`src/pkg/hpio_pkg.sv`:
```
package hpio_pkg;

    // ------------------------------------------------------------
    // Geometry
    // ------------------------------------------------------------
    localparam int PORT_W   = 8;
    localparam int NPORTS   = 4;
    localparam int NGROUPS  = 2;
    localparam int GROUP_W  = 16;
    localparam int REG_W    = 16;
    localparam int ADR_W    = 6;

    // ------------------------------------------------------------
    // Register byte offsets
    // ------------------------------------------------------------
    localparam logic [5:0] OFF_PORTS_AB  = 6'h00;
    localparam logic [5:0] OFF_PORTS_CD  = 6'h04;
    localparam logic [5:0] OFF_G1_SETUP  = 6'h08;
    localparam logic [5:0] OFF_G2_SETUP  = 6'h0c;
    localparam logic [5:0] OFF_DIRECTION = 6'h10;
    localparam logic [5:0] OFF_STATUS    = 6'h14;

    // ------------------------------------------------------------
    // Group setup register fields
    // ------------------------------------------------------------
    localparam int SU_PULSE      = 0;
    localparam int SU_EDGE       = 1;
    localparam int SU_INV_ANSWER = 2;
    localparam int SU_MANUAL_ANS = 3;
    localparam int SU_DBUF_LO    = 4;
    localparam int SU_DBUF_HI    = 5;
    localparam int SU_INV_STROBE = 6;
    localparam int SU_CLEAR      = 8;
    localparam int SU_HS_ON_LO   = 9;
    localparam int SU_HS_ON_HI   = 10;
    localparam int SU_SRC_LSB    = 11;
    localparam int SU_SRC_W      = 2;

    // Request source choices
    localparam logic [1:0] SRC_PIN     = 2'h0;
    localparam logic [1:0] SRC_COUNTER = 2'h1;
    localparam logic [1:0] SRC_SYNC    = 2'h2;

    // Direction register bit of ports A, B, C, D
    localparam int DIR_A = 10;
    localparam int DIR_B = 13;
    localparam int DIR_C = 11;
    localparam int DIR_D = 14;

    // Status register layout, per group at GROUP*STAT_STRIDE
    localparam int STAT_STRIDE = 4;
    localparam int STAT_REQ    = 0;
    localparam int STAT_ANS    = 1;
    localparam int STAT_READY  = 2;

    // ------------------------------------------------------------
    // Reset values and timing
    // ------------------------------------------------------------
    localparam logic [15:0] SETUP_RST = 16'h0000;
    localparam logic [15:0] DIR_RST   = 16'h0000;
    localparam int CLK_MHZ          = 100;
    localparam int ANS_PULSE_NS     = 100;
    localparam int ANS_PULSE_CYCLES = (ANS_PULSE_NS * CLK_MHZ) / 1000;
    localparam int CNT_W            = 8;

endpackage

```
`src/rtl/hpio_top.sv`:
```
// Our own choices: the register offsets and register access over Wishbone.
`timescale 1ns/1ns
// How it works
// - Four byte ports, groups A/B and C/D
// - Ports start as inputs reading pins
// - Output port drives written value, reads back
// - Direction bits 10,13 (A,B), 11,14 (C,D)
// - Clearing direction bit restores input, independently
// - Separate request and answer lines per group
// - Group direction bit sets handshake direction
// - Non-handshake ports keep basic input/output
// - Per-group invert bits for request, answer
// - Status shows pin levels and ready flags
// - Without handshake, answer follows manual bit
// - Clear bit returns group handshake to idle
// - After clear, direction must toggle to send
// - Init sequence leaves ports input, state clear
// - Request may come from counter or sync
// - Level, leading or trailing edge handshake modes
// - Output: ready set on peripheral request
// - Double buffered input latched on request edge
module hpio_top
    import hpio_pkg::*;
#(
    parameter int ANS_CYCLES = ANS_PULSE_CYCLES
) (
    input  wire logic                 ref_clk,
    input  wire logic                 reset,
    input  wire logic                 wb_cyc_i,
    input  wire logic                 wb_stb_i,
    input  wire logic                 wb_we_i,
    input  wire logic [ADR_W-1:0]     wb_adr_i,
    input  wire logic [3:0]           wb_sel_i,
    input  wire logic [31:0]          wb_dat_i,
    output logic      [31:0]          wb_dat_o,
    output logic                      wb_ack_o,
    input  wire logic [31:0]          port_in,
    output logic      [31:0]          port_out,
    output logic      [31:0]          port_oe,
    input  wire logic                 strobe_in_g1,
    input  wire logic                 strobe_in_g2,
    input  wire logic [NGROUPS-1:0]   counter_req,
    input  wire logic [NGROUPS-1:0]   sync_req,
    output logic                      answer_out_g1,
    output logic                      answer_out_g2
);

    // ------------------------------------------------------------
    // State
    // ------------------------------------------------------------
    typedef struct packed {
        logic [NGROUPS-1:0][REG_W-1:0]   setup;
        logic [REG_W-1:0]                dir;
        logic [31:0]                     drive;
        logic [NGROUPS-1:0][GROUP_W-1:0] buffer;
        logic [NGROUPS-1:0]              ready;
        logic [NGROUPS-1:0]              ans_int;
        logic [NGROUPS-1:0][CNT_W-1:0]   ans_cnt;
        logic [NGROUPS-1:0]              armed;
        logic [NGROUPS-1:0]              dir_prev;
        logic [NGROUPS-1:0]              req_prev;
        logic [NGROUPS-1:0]              answer;
        logic [31:0]                     rdata;
        logic                            ack;
    } hpio_state_s;

    hpio_state_s st;
    hpio_state_s next_st;

    // Direction bit position of each port
    function automatic int dir_pos(input int p);
        int r;
        r = DIR_A;
        unique case (p)
            0: r = DIR_A;
            1: r = DIR_B;
            2: r = DIR_C;
            default: r = DIR_D;
        endcase
        return r;
    endfunction

    // ------------------------------------------------------------
    // Next state
    // ------------------------------------------------------------
    // Bus decode, port data paths and both handshake groups
    always_comb begin
        logic                       req_take;
        logic [5:0]                 offs;
        logic [NGROUPS-1:0]         raw_pin;
        logic [NGROUPS-1:0]         raw_src;
        logic [NGROUPS-1:0]         req_eff;
        logic [NGROUPS-1:0]         req_ev;
        logic [NGROUPS-1:0]         hs_on;
        logic [NGROUPS-1:0]         gdir;
        logic [NGROUPS-1:0]         go;
        logic [NGROUPS-1:0]         grp_rd;
        logic [NGROUPS-1:0]         grp_wr;
        logic [NGROUPS-1:0]         hit;
        logic [NPORTS-1:0]          p_out;
        logic [NPORTS-1:0]          p_hs;
        logic [NPORTS-1:0]          p_dbl;
        logic [NPORTS*PORT_W-1:0]   pview;
        logic [REG_W-1:0]           status;
        logic                       pulse;
        logic                       trail;
        req_take = 1'b0;
        offs     = 6'h00;
        raw_pin  = '0;
        raw_src  = '0;
        req_eff  = '0;
        req_ev   = '0;
        hs_on    = '0;
        gdir     = '0;
        go       = '0;
        grp_rd   = '0;
        grp_wr   = '0;
        hit      = '0;
        p_out    = '0;
        p_hs     = '0;
        p_dbl    = '0;
        pview    = '0;
        status   = '0;
        pulse    = 1'b0;
        trail    = 1'b0;
        next_st  = st;

        // Single-cycle classic bus: answer one edge after the request
        req_take    = wb_cyc_i && wb_stb_i && !st.ack;
        offs        = {wb_adr_i[ADR_W-1:2], 2'b00};
        next_st.ack = req_take;

        raw_pin = {strobe_in_g2, strobe_in_g1};

        // Per-port direction and handshake view
        for (int p = 0; p < NPORTS; p++) begin
            p_out[p] = st.dir[dir_pos(p)];
            p_hs[p]  = st.setup[p/2][(p%2 == 0) ? SU_HS_ON_LO : SU_HS_ON_HI];
            p_dbl[p] = st.setup[p/2][(p%2 == 0) ? SU_DBUF_LO : SU_DBUF_HI];
            // Output reads back the driven byte, input reads pins or buffer
            if (p_out[p]) begin
                pview[p*PORT_W +: PORT_W] = st.drive[p*PORT_W +: PORT_W];
            end else if (p_hs[p] && p_dbl[p]) begin
                pview[p*PORT_W +: PORT_W] = st.buffer[p/2][(p%2)*PORT_W +: PORT_W];
            end else begin
                pview[p*PORT_W +: PORT_W] = port_in[p*PORT_W +: PORT_W];
            end
        end

        // Group access detection: a touched byte of an enabled port
        for (int g = 0; g < NGROUPS; g++) begin
            hit[g] = req_take && (offs == ((g == 0) ? OFF_PORTS_AB : OFF_PORTS_CD)) &&
                     ((p_hs[2*g] && wb_sel_i[0]) ||                    // Low port, lane 0
                      (p_hs[2*g+1] && wb_sel_i[1]));                   // High port, lane 1
            grp_rd[g] = hit[g] && !wb_we_i;
            grp_wr[g] = hit[g] && wb_we_i;
        end

        // Register writes
        if (req_take && wb_we_i) begin
            for (int b = 0; b < 2; b++) begin
                if (wb_sel_i[b]) begin
                    if (offs == OFF_G1_SETUP) next_st.setup[0][b*8 +: 8] = wb_dat_i[b*8 +: 8];
                    if (offs == OFF_G2_SETUP) next_st.setup[1][b*8 +: 8] = wb_dat_i[b*8 +: 8];
                    if (offs == OFF_DIRECTION) next_st.dir[b*8 +: 8] = wb_dat_i[b*8 +: 8];
                end
            end
            // Port words: A/B in the low halves, C/D likewise
            for (int b = 0; b < 4; b++) begin
                if (wb_sel_i[b] && offs == OFF_PORTS_AB && b < 2) begin
                    next_st.drive[b*PORT_W +: PORT_W] = wb_dat_i[b*PORT_W +: PORT_W];
                end
                if (wb_sel_i[b] && offs == OFF_PORTS_CD && b < 2) begin
                    next_st.drive[GROUP_W + b*PORT_W +: PORT_W] = wb_dat_i[b*PORT_W +: PORT_W];
                end
            end
        end

        // Handshake groups
        for (int g = 0; g < NGROUPS; g++) begin
            pulse = st.setup[g][SU_PULSE];
            trail = pulse && st.setup[g][SU_EDGE];
            hs_on[g] = p_hs[2*g] || p_hs[2*g+1];
            gdir[g]  = p_hs[2*g] ? p_out[2*g] : p_out[2*g+1];
            // Request source: own pin, counter or sync bus
            unique case (st.setup[g][SU_SRC_LSB +: SU_SRC_W])
                SRC_COUNTER: raw_src[g] = counter_req[g];
                SRC_SYNC:    raw_src[g] = sync_req[g];
                default:     raw_src[g] = raw_pin[g];
            endcase
            req_eff[g] = raw_src[g] ^ st.setup[g][SU_INV_STROBE];
            // Trailing edge on fall, level and leading on rise
            req_ev[g]  = trail ? (st.req_prev[g] && !req_eff[g])
                               : (!st.req_prev[g] && req_eff[g]);
            go[g] = gdir[g] && !st.dir_prev[g] && hs_on[g];
            next_st.req_prev[g] = req_eff[g];
            next_st.dir_prev[g] = gdir[g];

            if (st.setup[g][SU_CLEAR]) begin
                // Held idle while the clear bit stands
                next_st.ready[g]   = 1'b0;
                next_st.ans_int[g] = 1'b0;
                next_st.ans_cnt[g] = '0;
                next_st.armed[g]   = 1'b0;
                next_st.buffer[g]  = '0;
            end else begin
                if (go[g]) begin
                    next_st.armed[g] = 1'b1;
                end
                // Answer timing: pulse modes time out, level waits for request
                if (pulse) begin
                    if (st.ans_cnt[g] > CNT_W'(1)) begin
                        next_st.ans_cnt[g] = st.ans_cnt[g] - CNT_W'(1);
                    end else begin
                        next_st.ans_cnt[g] = '0;
                        next_st.ans_int[g] = 1'b0;
                    end
                end else if (req_ev[g]) begin
                    next_st.ans_int[g] = 1'b0;
                end
                // Software access of an enabled port completes the word
                if (hs_on[g] && st.ready[g] &&
                    ((gdir[g] && grp_wr[g]) || (!gdir[g] && grp_rd[g]))) begin
                    next_st.ready[g]   = 1'b0;
                    next_st.ans_int[g] = 1'b1;
                    next_st.ans_cnt[g] = CNT_W'(ANS_CYCLES);
                end
                // Peripheral request sets ready; set beats clear
                if (hs_on[g] && !gdir[g] && req_ev[g]) begin
                    next_st.ready[g]  = 1'b1;
                    next_st.buffer[g] = port_in[g*GROUP_W +: GROUP_W];
                end
                if (hs_on[g] && gdir[g] && (st.armed[g] || go[g]) &&
                    (req_ev[g] || (go[g] && req_eff[g]))) begin
                    next_st.ready[g] = 1'b1;
                end
            end
            // Answer pin: handshake state or manual level
            next_st.answer[g] = hs_on[g] ? (next_st.ans_int[g] ^ st.setup[g][SU_INV_ANSWER])
                                         : st.setup[g][SU_MANUAL_ANS];
            status[g*STAT_STRIDE + STAT_REQ]   = raw_pin[g];
            status[g*STAT_STRIDE + STAT_ANS]   = st.answer[g];
            status[g*STAT_STRIDE + STAT_READY] = st.ready[g];
        end

        // Read data, unmapped offsets read zero
        next_st.rdata = '0;
        if (req_take && !wb_we_i) begin
            unique case (offs)
                OFF_PORTS_AB:  next_st.rdata = {16'h0000, pview[15:0]};
                OFF_PORTS_CD:  next_st.rdata = {16'h0000, pview[31:16]};
                OFF_G1_SETUP:  next_st.rdata = {16'h0000, st.setup[0]};
                OFF_G2_SETUP:  next_st.rdata = {16'h0000, st.setup[1]};
                OFF_DIRECTION: next_st.rdata = {16'h0000, st.dir};
                OFF_STATUS:    next_st.rdata = {16'h0000, status};
                default:       next_st.rdata = '0;
            endcase
        end
    end

    // ------------------------------------------------------------
    // Registers
    // ------------------------------------------------------------
    // Synchronous reset to all-input, idle state
    always_ff @(posedge ref_clk) begin
        if (reset) begin
            st          <= '0;
            st.setup[0] <= SETUP_RST;
            st.setup[1] <= SETUP_RST;
            st.dir      <= DIR_RST;
        end else begin
            st <= next_st;
        end
    end

    // ------------------------------------------------------------
    // Outputs
    // ------------------------------------------------------------
    // Pin drivers, one byte enable group per port
    always_comb begin
        for (int p = 0; p < NPORTS; p++) begin
            port_oe[p*PORT_W +: PORT_W] = {PORT_W{st.dir[dir_pos(p)]}};
        end
    end

    assign port_out      = st.drive;
    assign wb_dat_o      = st.rdata;
    assign wb_ack_o      = st.ack;
    assign answer_out_g1 = st.answer[0];
    assign answer_out_g2 = st.answer[1];

endmodule

```
`config.mk`:
```
export PLATFORM = sky130hd
export DESIGN_NAME = hpio_top
export DESIGN_NICKNAME = d
export VERILOG_FILES = /design/src/pkg/hpio_pkg.sv /design/src/rtl/hpio_top.sv
export SDC_FILE = /design/constraint.sdc
export NUM_CORES = 1
export LEC_CHECK = 0
export BUFFER_PORTS_ARGS = -buffer_cell sky130_fd_sc_hd__buf_4
export CAP_MARGIN = 20
export CORE_ASPECT_RATIO = 1.4
export CORE_MARGIN = 4
export CORE_UTILIZATION = 50
export CTS_CLUSTER_SIZE = 20
export DETAILED_ROUTE_END_ITERATION = 8
export GPL_TIMING_DRIVEN = 0
export PLACE_DENSITY = 0.8
export SYNTH_ARGS = -nofsm -noshare
export SYNTH_HDL_FRONTEND = slang
export SYNTH_SLANG_ARGS = --single-unit
```
`constraint.sdc`:
```
create_clock -name ref_clk -period 4.52 [get_ports ref_clk]
set_input_delay 0.452 -clock ref_clk [delete_from_list [all_inputs] [get_ports ref_clk]]
set_output_delay 0.452 -clock ref_clk [all_outputs]
set_load 0.05 [all_outputs]
```
==> results.cfg, run 1 <==
[route]
remaining_drc_errors = 0
firstDrtPassIters = 7
vias = 8154
ant_nets = 0
wirelength_um = 26000
wire_per_inst_um = 18.4
drtIter0Drc = 1110
via_per_inst = 5.79

[global_route]
antenna_found_initial = 0
gr-total-overflow = 0
grt_pass1_vias = 7780
grt_max_degree = 17
grt_first_pass_wirelength_um = 40100
grt_use_total_pct = 27.3

[critical_path]
cpMaxStageDelayCell = a211oi_2
start_kind = flip-flop
critPathCaptureType = flip-flop
cp_cell_sequence = inv_1 -> ha_1 -> nor2b_1 -> a211oi_2 -> o21ai_0 -> a21o_1 -> a2111oi_1
critPathKind = flip-flop to flip-flop
worstPathRequired_ns = 4.79
cpPeakStageDelay_ns = 0.53
critical_path_arrival_ns = 2.95
crit_family = compound AO/OA/AOI/OAI gates
crit_buf_inv = 1
crit_path_max_fanout = 8

[floorplanning]
num_io_pins = 184
core_area_um2 = 16200
placementRows = 55
die_w_um = 117
fp.dieH_um = 160
die_area_um2 = 18600
start_util_pct = 51.0

[synthesis]
synth_edf_count = 0
ys.flop_type = dfxtp_1
yosysUniqueCellTypes = 66
async_flop_share_pct = 0
synth_top_area_share_pct = 38.1
syn_avg_cell_area_um2 = 8.07
ys_seq_area_share_pct = 38.1
synth_top_cells_by_area = dfxtp_1, buf_4, a21oi_1
syn_area_um2 = 8250
ys_ff_latch = 157
synth_top_area_cell = dfxtp_1
yosys_warnings = 0
synthCells = 1022

[sta]
fin_crit_sh_pct = 59.4
slew_headroom_pct = 49.1
skew_ns = 0.00793
maxSlewViolCount = 0
hold_viol = 0
tns_ns = 0
setup_ws_ns = 1.84
rsz0062_at_grt = no
max_freq_mhz = 373
setup_viol = 0
whs_ns = 0.208
tightest_slew_ns = 0.761
min_period_ns = 2.68

[place]
place_ws_ns = 2.02
gp_congestion = 0.978
io_buffers = 143
dpl.hpwl_um = 19500

[cts]
tritoncts = built
cts_root_buf = clkbuf_16
cts_setup_buffers = 0
holdBufCountCts = 0
cts_buffer_depth = 2
ctsResizeCount = 0
clk_latency_ns = 0.43
clk_pin_slew_worst_paths_ns = 0.06
numCtsBuffers = 17
h-tree-depth = 4
numClockSinks = 157

[worst_hold_path]
min_path_type = input pin to flip-flop

[outcome]
status = completed

[power]
p_seq_share_pct = 44.3
pwr-share-clk_pct = 48.3
leakage_nw = 4.11
combPwrFrac_pct = 7.4
p_total_w = 0.00314
p_sw_w = 0.000738
p_sw_share_pct = 23.5
vdd_drop_max_uv = 184
internal-power_w = 0.00240
cellPowerDensity_nw_per_um2 = 307

[finish]
fin_nets = 1292
final_layout_size_suffix_gt1_share_pct = 26.0
final_common_cell = buf_4
syn_to_final_growth_pct = 24.1
fin_util_pct = 63.3
final_cell_mix = buf_4, dfxtp_1, nand2_1, a21oi_1, nand3_1
n_antenna_cell = 0

[run]
maxCapViolations = 0
final cells by class:
class | instances | area [µm²]
inverters | 13 | 48.8
well taps | 199 | 249
clock buffers | 21 | 450
fillers | 1395 | 5930
flip-flops and latches | 157 | 3140
multi-input cells | 703 | 4080
plain buffers | 164 | 1030
repair buffers | 143 | 1070
clock inverters | 9 | 161
synth_stat cells, drive strengths merged (3+ instances only):
| library cell | count |
|---|---|
| dfxtp | 157 |
| a21oi | 144 |
| nand2 | 142 |
| nand3 | 116 |
| buf | 113 |
| o21ai | 72 |
| clkbuf | 51 |
| mux2i | 33 |
| nor2 | 30 |
| a22oi | 17 |
| a222oi | 15 |
| inv | 13 |
| nor3 | 12 |
| ha | 8 |
| nor2b | 7 |
| xnor2 | 7 |
| mux2 | 6 |
| xor2 | 6 |
| a22o | 4 |
| a31oi | 4 |
| and3 | 4 |
| nand3b | 4 |
| nor3b | 4 |
| nor4 | 4 |
| o2111ai | 4 |
| a211oi | 3 |
| a21o | 3 |
| nand2b | 3 |
| nor4b | 3 |
| or2 | 3 |
| or4 | 3 |
through the flow:
stage | area (µm²) | std cells
floorplan | 8300 | 1037
global placement | 9630 | 1379
detailed placement | 9630 | 1379
CTS | 10200 | 1409
global route | 10200 | 1409
finish | 10200 | 1409
kinds of logic (layout without fill, tap and decap cells):
| kind of cell | Yosys count | in the layout | synth area share (%) |
|---|---|---|---|
| xor gates and xnor gates | 13 | 13 | 1.38 |
| and+or+nand+nor | 346 | 346 | 21.1 |
| buffers and inverters | 177 | 350 | 13.1 |
| DFF | 157 | 157 | 38.1 |
| AOI/OAI and AO/OA | 281 | 281 | 20.1 |
| muxes | 39 | 39 | 4.98 |
| other | 1 | 16 | 0.0455 |
| adders and majority gates | 8 | 8 | 1.21 |
sequential cells by signal, summed over array words and instances (netlist names):
name           cells
wb_dat_o          16
wb_ack_o           1
answer_out_g2      1
st               106
answer_out_g1      1
port_out          32
worst reg2reg max path: cells and delay by family, from the launching register on:
kind / cells / cell delay [ns]
AOI/OAI and AO/OA: 4 / 1.50
DFF: 1 / 0.42
adders and majority gates: 1 / 0.36
and+or+nand+nor: 1 / 0.16
buffers and inverters: 1 / 0.08
power groups by stage:
stage / combinational (W) / clock (W) / sequential, W
2_1_floorplan: 0.000125 / 0 / 0.00142
3_3_place_gp: 0.000225 / 0 / 0.00142
3_5_place_dp: 0.000226 / 0 / 0.00142
4_1_cts: 0.000228 / 0.00151 / 0.00139
5_1_grt: 0.000245 / 0.00157 / 0.00139
6_report: 0.000233 / 0.00152 / 0.00139
layer usage:
layer / vias up / GRT usage (%) / share of wire (%)
met1: 3737 / 32.9 / 37
met5: - / 0 / 0
met4: 0 / 12.6 / 4.4
met3: 95 / 5.08 / 8.6
li1: 3868 / - / -
met2: 454 / 46.4 / 50
final timing paths:
| kind | end | slack [ns] | from | depth (start not counted) |
|---|---|---|---|---|
| max reg2reg | answer_out_g1 | 1.84 | st[152] | 7 |
| min reg2reg | st[131] | 0.45 | st[131] | 2 |
| min | wb_ack_o | 0.21 | reset | 2 |
| max | answer_out_g1 | 1.84 | st[152] | 7 |
(Power assumes the default switching activity.)
==> run 2: changes to the inputs <==
ABC_AREA = 1   (was not set)
CORE_UTILIZATION = 49   (was 50)
PLACE_DENSITY = 0.81   (was 0.8)
clock period = 2.2 ns   (was 4.52 ns; I/O delays follow)
==> run 2 against run 1 <==
Effect of this change: combinational power increased by 120%; critical path depth is 3 higher; highest routed layer unchanged; worst hold slack got worse by 0.13 ns.
==> results.cfg, run 2 <==
[outcome]
status = completed

[synthesis]
synthMuxAreaShare_pct = 0.750
yosysUniqueCellTypes = 36
async_flop_share_pct = 0
synth_compound_area_share_pct = 23.7
synthCells = 1102
syn_avg_cell_area_um2 = 7.27
synth-xor-area-share_pct = 0.984
yosys_warnings = 0
synth_top_area_cell = dfxtp_1
ys_ff_latch = 157
synth_edf_count = 0
ys.flop_type = dfxtp_1
yosysMostFrequentCell = o21ai_0
synth_simple_gate_area_share_pct = 14.7
synth_top_cells_by_area = dfxtp_1, o21ai_0, buf_4
synth_fa_ha_area_share_pct = 1.25
synth_top_area_share_pct = 39.2
syn_area_um2 = 8010
synth_top_family_by_area = compound AO/OA/AOI/OAI gates
ys_seq_area_share_pct = 39.2
yosys-top-cells-count = o21ai_0, dfxtp_1, inv_1

[cts]
numClockSinks = 157
numCtsBuffers = 17
tritoncts = built
holdBufCountCts = 0
clk_pin_slew_worst_paths_ns = 0.06
h-tree-depth = 4
cts_root_buf = clkbuf_16
cts_buffer_depth = 2
clk_latency_ns = 0.43

[route]
top_layer_used = met4
wire_per_inst_um = 16.2
vias = 7975
remaining_drc_errors = 0
ant_nets = 0
drtIter0Drc = 795
firstDrtPassIters = 6
met1_length_um = 9090
via_per_inst = 5.33
wirelength_um = 24300
dr_wl_met2_um = 11900
met3WireLength_um = 2110

[worst_hold_path]
min_path_type = input pin to flip-flop

[sta]
setup_viol = 0
fin_crit_sh_pct = 91.3
max_freq_mhz = 498
tns_ns = 0
min_period_ns = 2.01
tightest_slew_ns = 0.668
hold_viol = 0
maxSlewViolCount = 0
rsz0062_at_grt = no
setup_ws_ns = 0.191
slew_headroom_pct = 55.3
skew_ns = 0.00653

[critical_path]
worstPathRequired_ns = 2.51
crit_path_max_fanout = 10
critPathKind = flip-flop to flip-flop
start_kind = flip-flop
critPathCaptureType = flip-flop
critical_path_arrival_ns = 2.32

[finish]
multiInputGateArea_um2 = 3390
fillerInstances = 1460
register_area_um2 = 3140
largest_reg_flops = 106
fin_cells = 1495
final_cell_mix = buf_4, o21ai_0, dfxtp_1
finalInstanceArea_um2 = 9990
final_layout_size_suffix_gt1_share_pct = 25.1
fin_nets = 1376
top_register = st
syn_to_final_growth_pct = 24.7
final_common_cell = buf_4

[place]
dpl.hpwl_um = 18500
place_ws_ns = 0.0856
dp.cells = 1463
io_buffers = 147
placed_area_um2 = 9420
gp_congestion = 0.962

[power]
cellPowerDensity_nw_per_um2 = 622
vdd_drop_max_uv = 404
p_total_w = 0.00621
leakage_nw = 4.35

[run]
maxCapViolations = 0

[global_route]
grt_max_degree = 17
gr-total-overflow = 0
antenna_found_initial = 1
grt_use_total_pct = 26.0
grt_first_pass_wirelength_um = 37700
grt_pass1_vias = 7518

[floorplanning]
num_io_pins = 184
die_w_um = 116
die_area_um2 = 18500
fp.dieH_um = 159
core_area_um2 = 16100
start_util_pct = 49.8
placementRows = 55
==> run 2: cell count changes in the layout (fill, tap and decap cells not counted), moves of 26 or more <==
cell	before	now
mux2i_1	32	6
nand3_1	106	31
nor2_1	30	91
nand2_1	141	111
inv_1	13	149
o21ai_0	71	178
clkbuf_1	54	22
==> run 2: worst max-delay path: stages (launching register included) <==
cell	delay [ns]
dfxtp_1	0.35
inv_1	0.09
ha_1	0.33
nand3b_1	0.24
nand2_1	0.12
nand2_1	0.06
nand3_1	0.15
nand3_4	0.13
buf_2	0.20
o21ai_0	0.17
a21oi_1	0.06
==> run 2: area by class of cell <==
| cell class | count | share of cell area (%) |
|---|---|---|
| Multi-Input combinational cell | 667 | 33.9 |
| Sequential cell | 157 | 31.4 |
| Timing Repair Buffer | 147 | 11.0 |
| Buffer | 140 | 9.78 |
| Inverter | 153 | 5.75 |
| Clock buffer | 19 | 4.33 |
| Tap cell | 199 | 2.49 |
| Clock inverter | 12 | 1.24 |
| Antenna cell | 1 | 0.0250 |
==> run 2: what timing repair did <==
item | 4_1_cts | 5_1_grt
resized for setup | 0 | 5
endpoints found under the setup margin | 0 | 19
buffers inserted | 0 | 0
==> run 2: report_power, final <==
part / internal (W) / leakage (nW) / switching, W
combinational: 0.000178 / 2.82 / 0.000342
sequential: 0.00286 / 1.27 / 0.00000756
clock: 0.00165 / 0.264 / 0.00118
==> run 2: cells by family (layout without fill, tap and decap cells) <==
kind of cell	count (synthesis)	count (layout)
simple gates	267	267
mux	6	6
fa+ha+maj	8	8
buf+inv	293	471
flops	157	157
compound gates	361	361
other cells	1	17
xor+xnor	9	9
==> run 2: path summary, 6_finish.rpt <==
path                    start  endpoint  slack (ns)  depth (start not counted)
hold reg to reg        st[71]    st[71]        0.45                          2
setup / recovery      st[168]    st[87]        0.19                         10
hold / removal    port_in[10]    st[71]        0.08                          3
setup reg to reg      st[168]    st[87]        0.19                         10
==> run 2: per-stage QoR <==
step           hold WS [ns]  util (%)
2_1_floorplan         0.355         -
3_3_place_gp          0.433      58.5
3_5_place_dp          0.439      58.5
4_1_cts              0.0752      62.0
5_1_grt              0.0810      62.1
6_report             0.0789      62.1
==> run 2: per-layer routing <==
metal  vias to the layer above  track usage, %
li1                       3854               -
met1                      3583            30.2
met2                       456            44.2
met3                        82            5.40
met4                         0            13.5
met5                         -               0
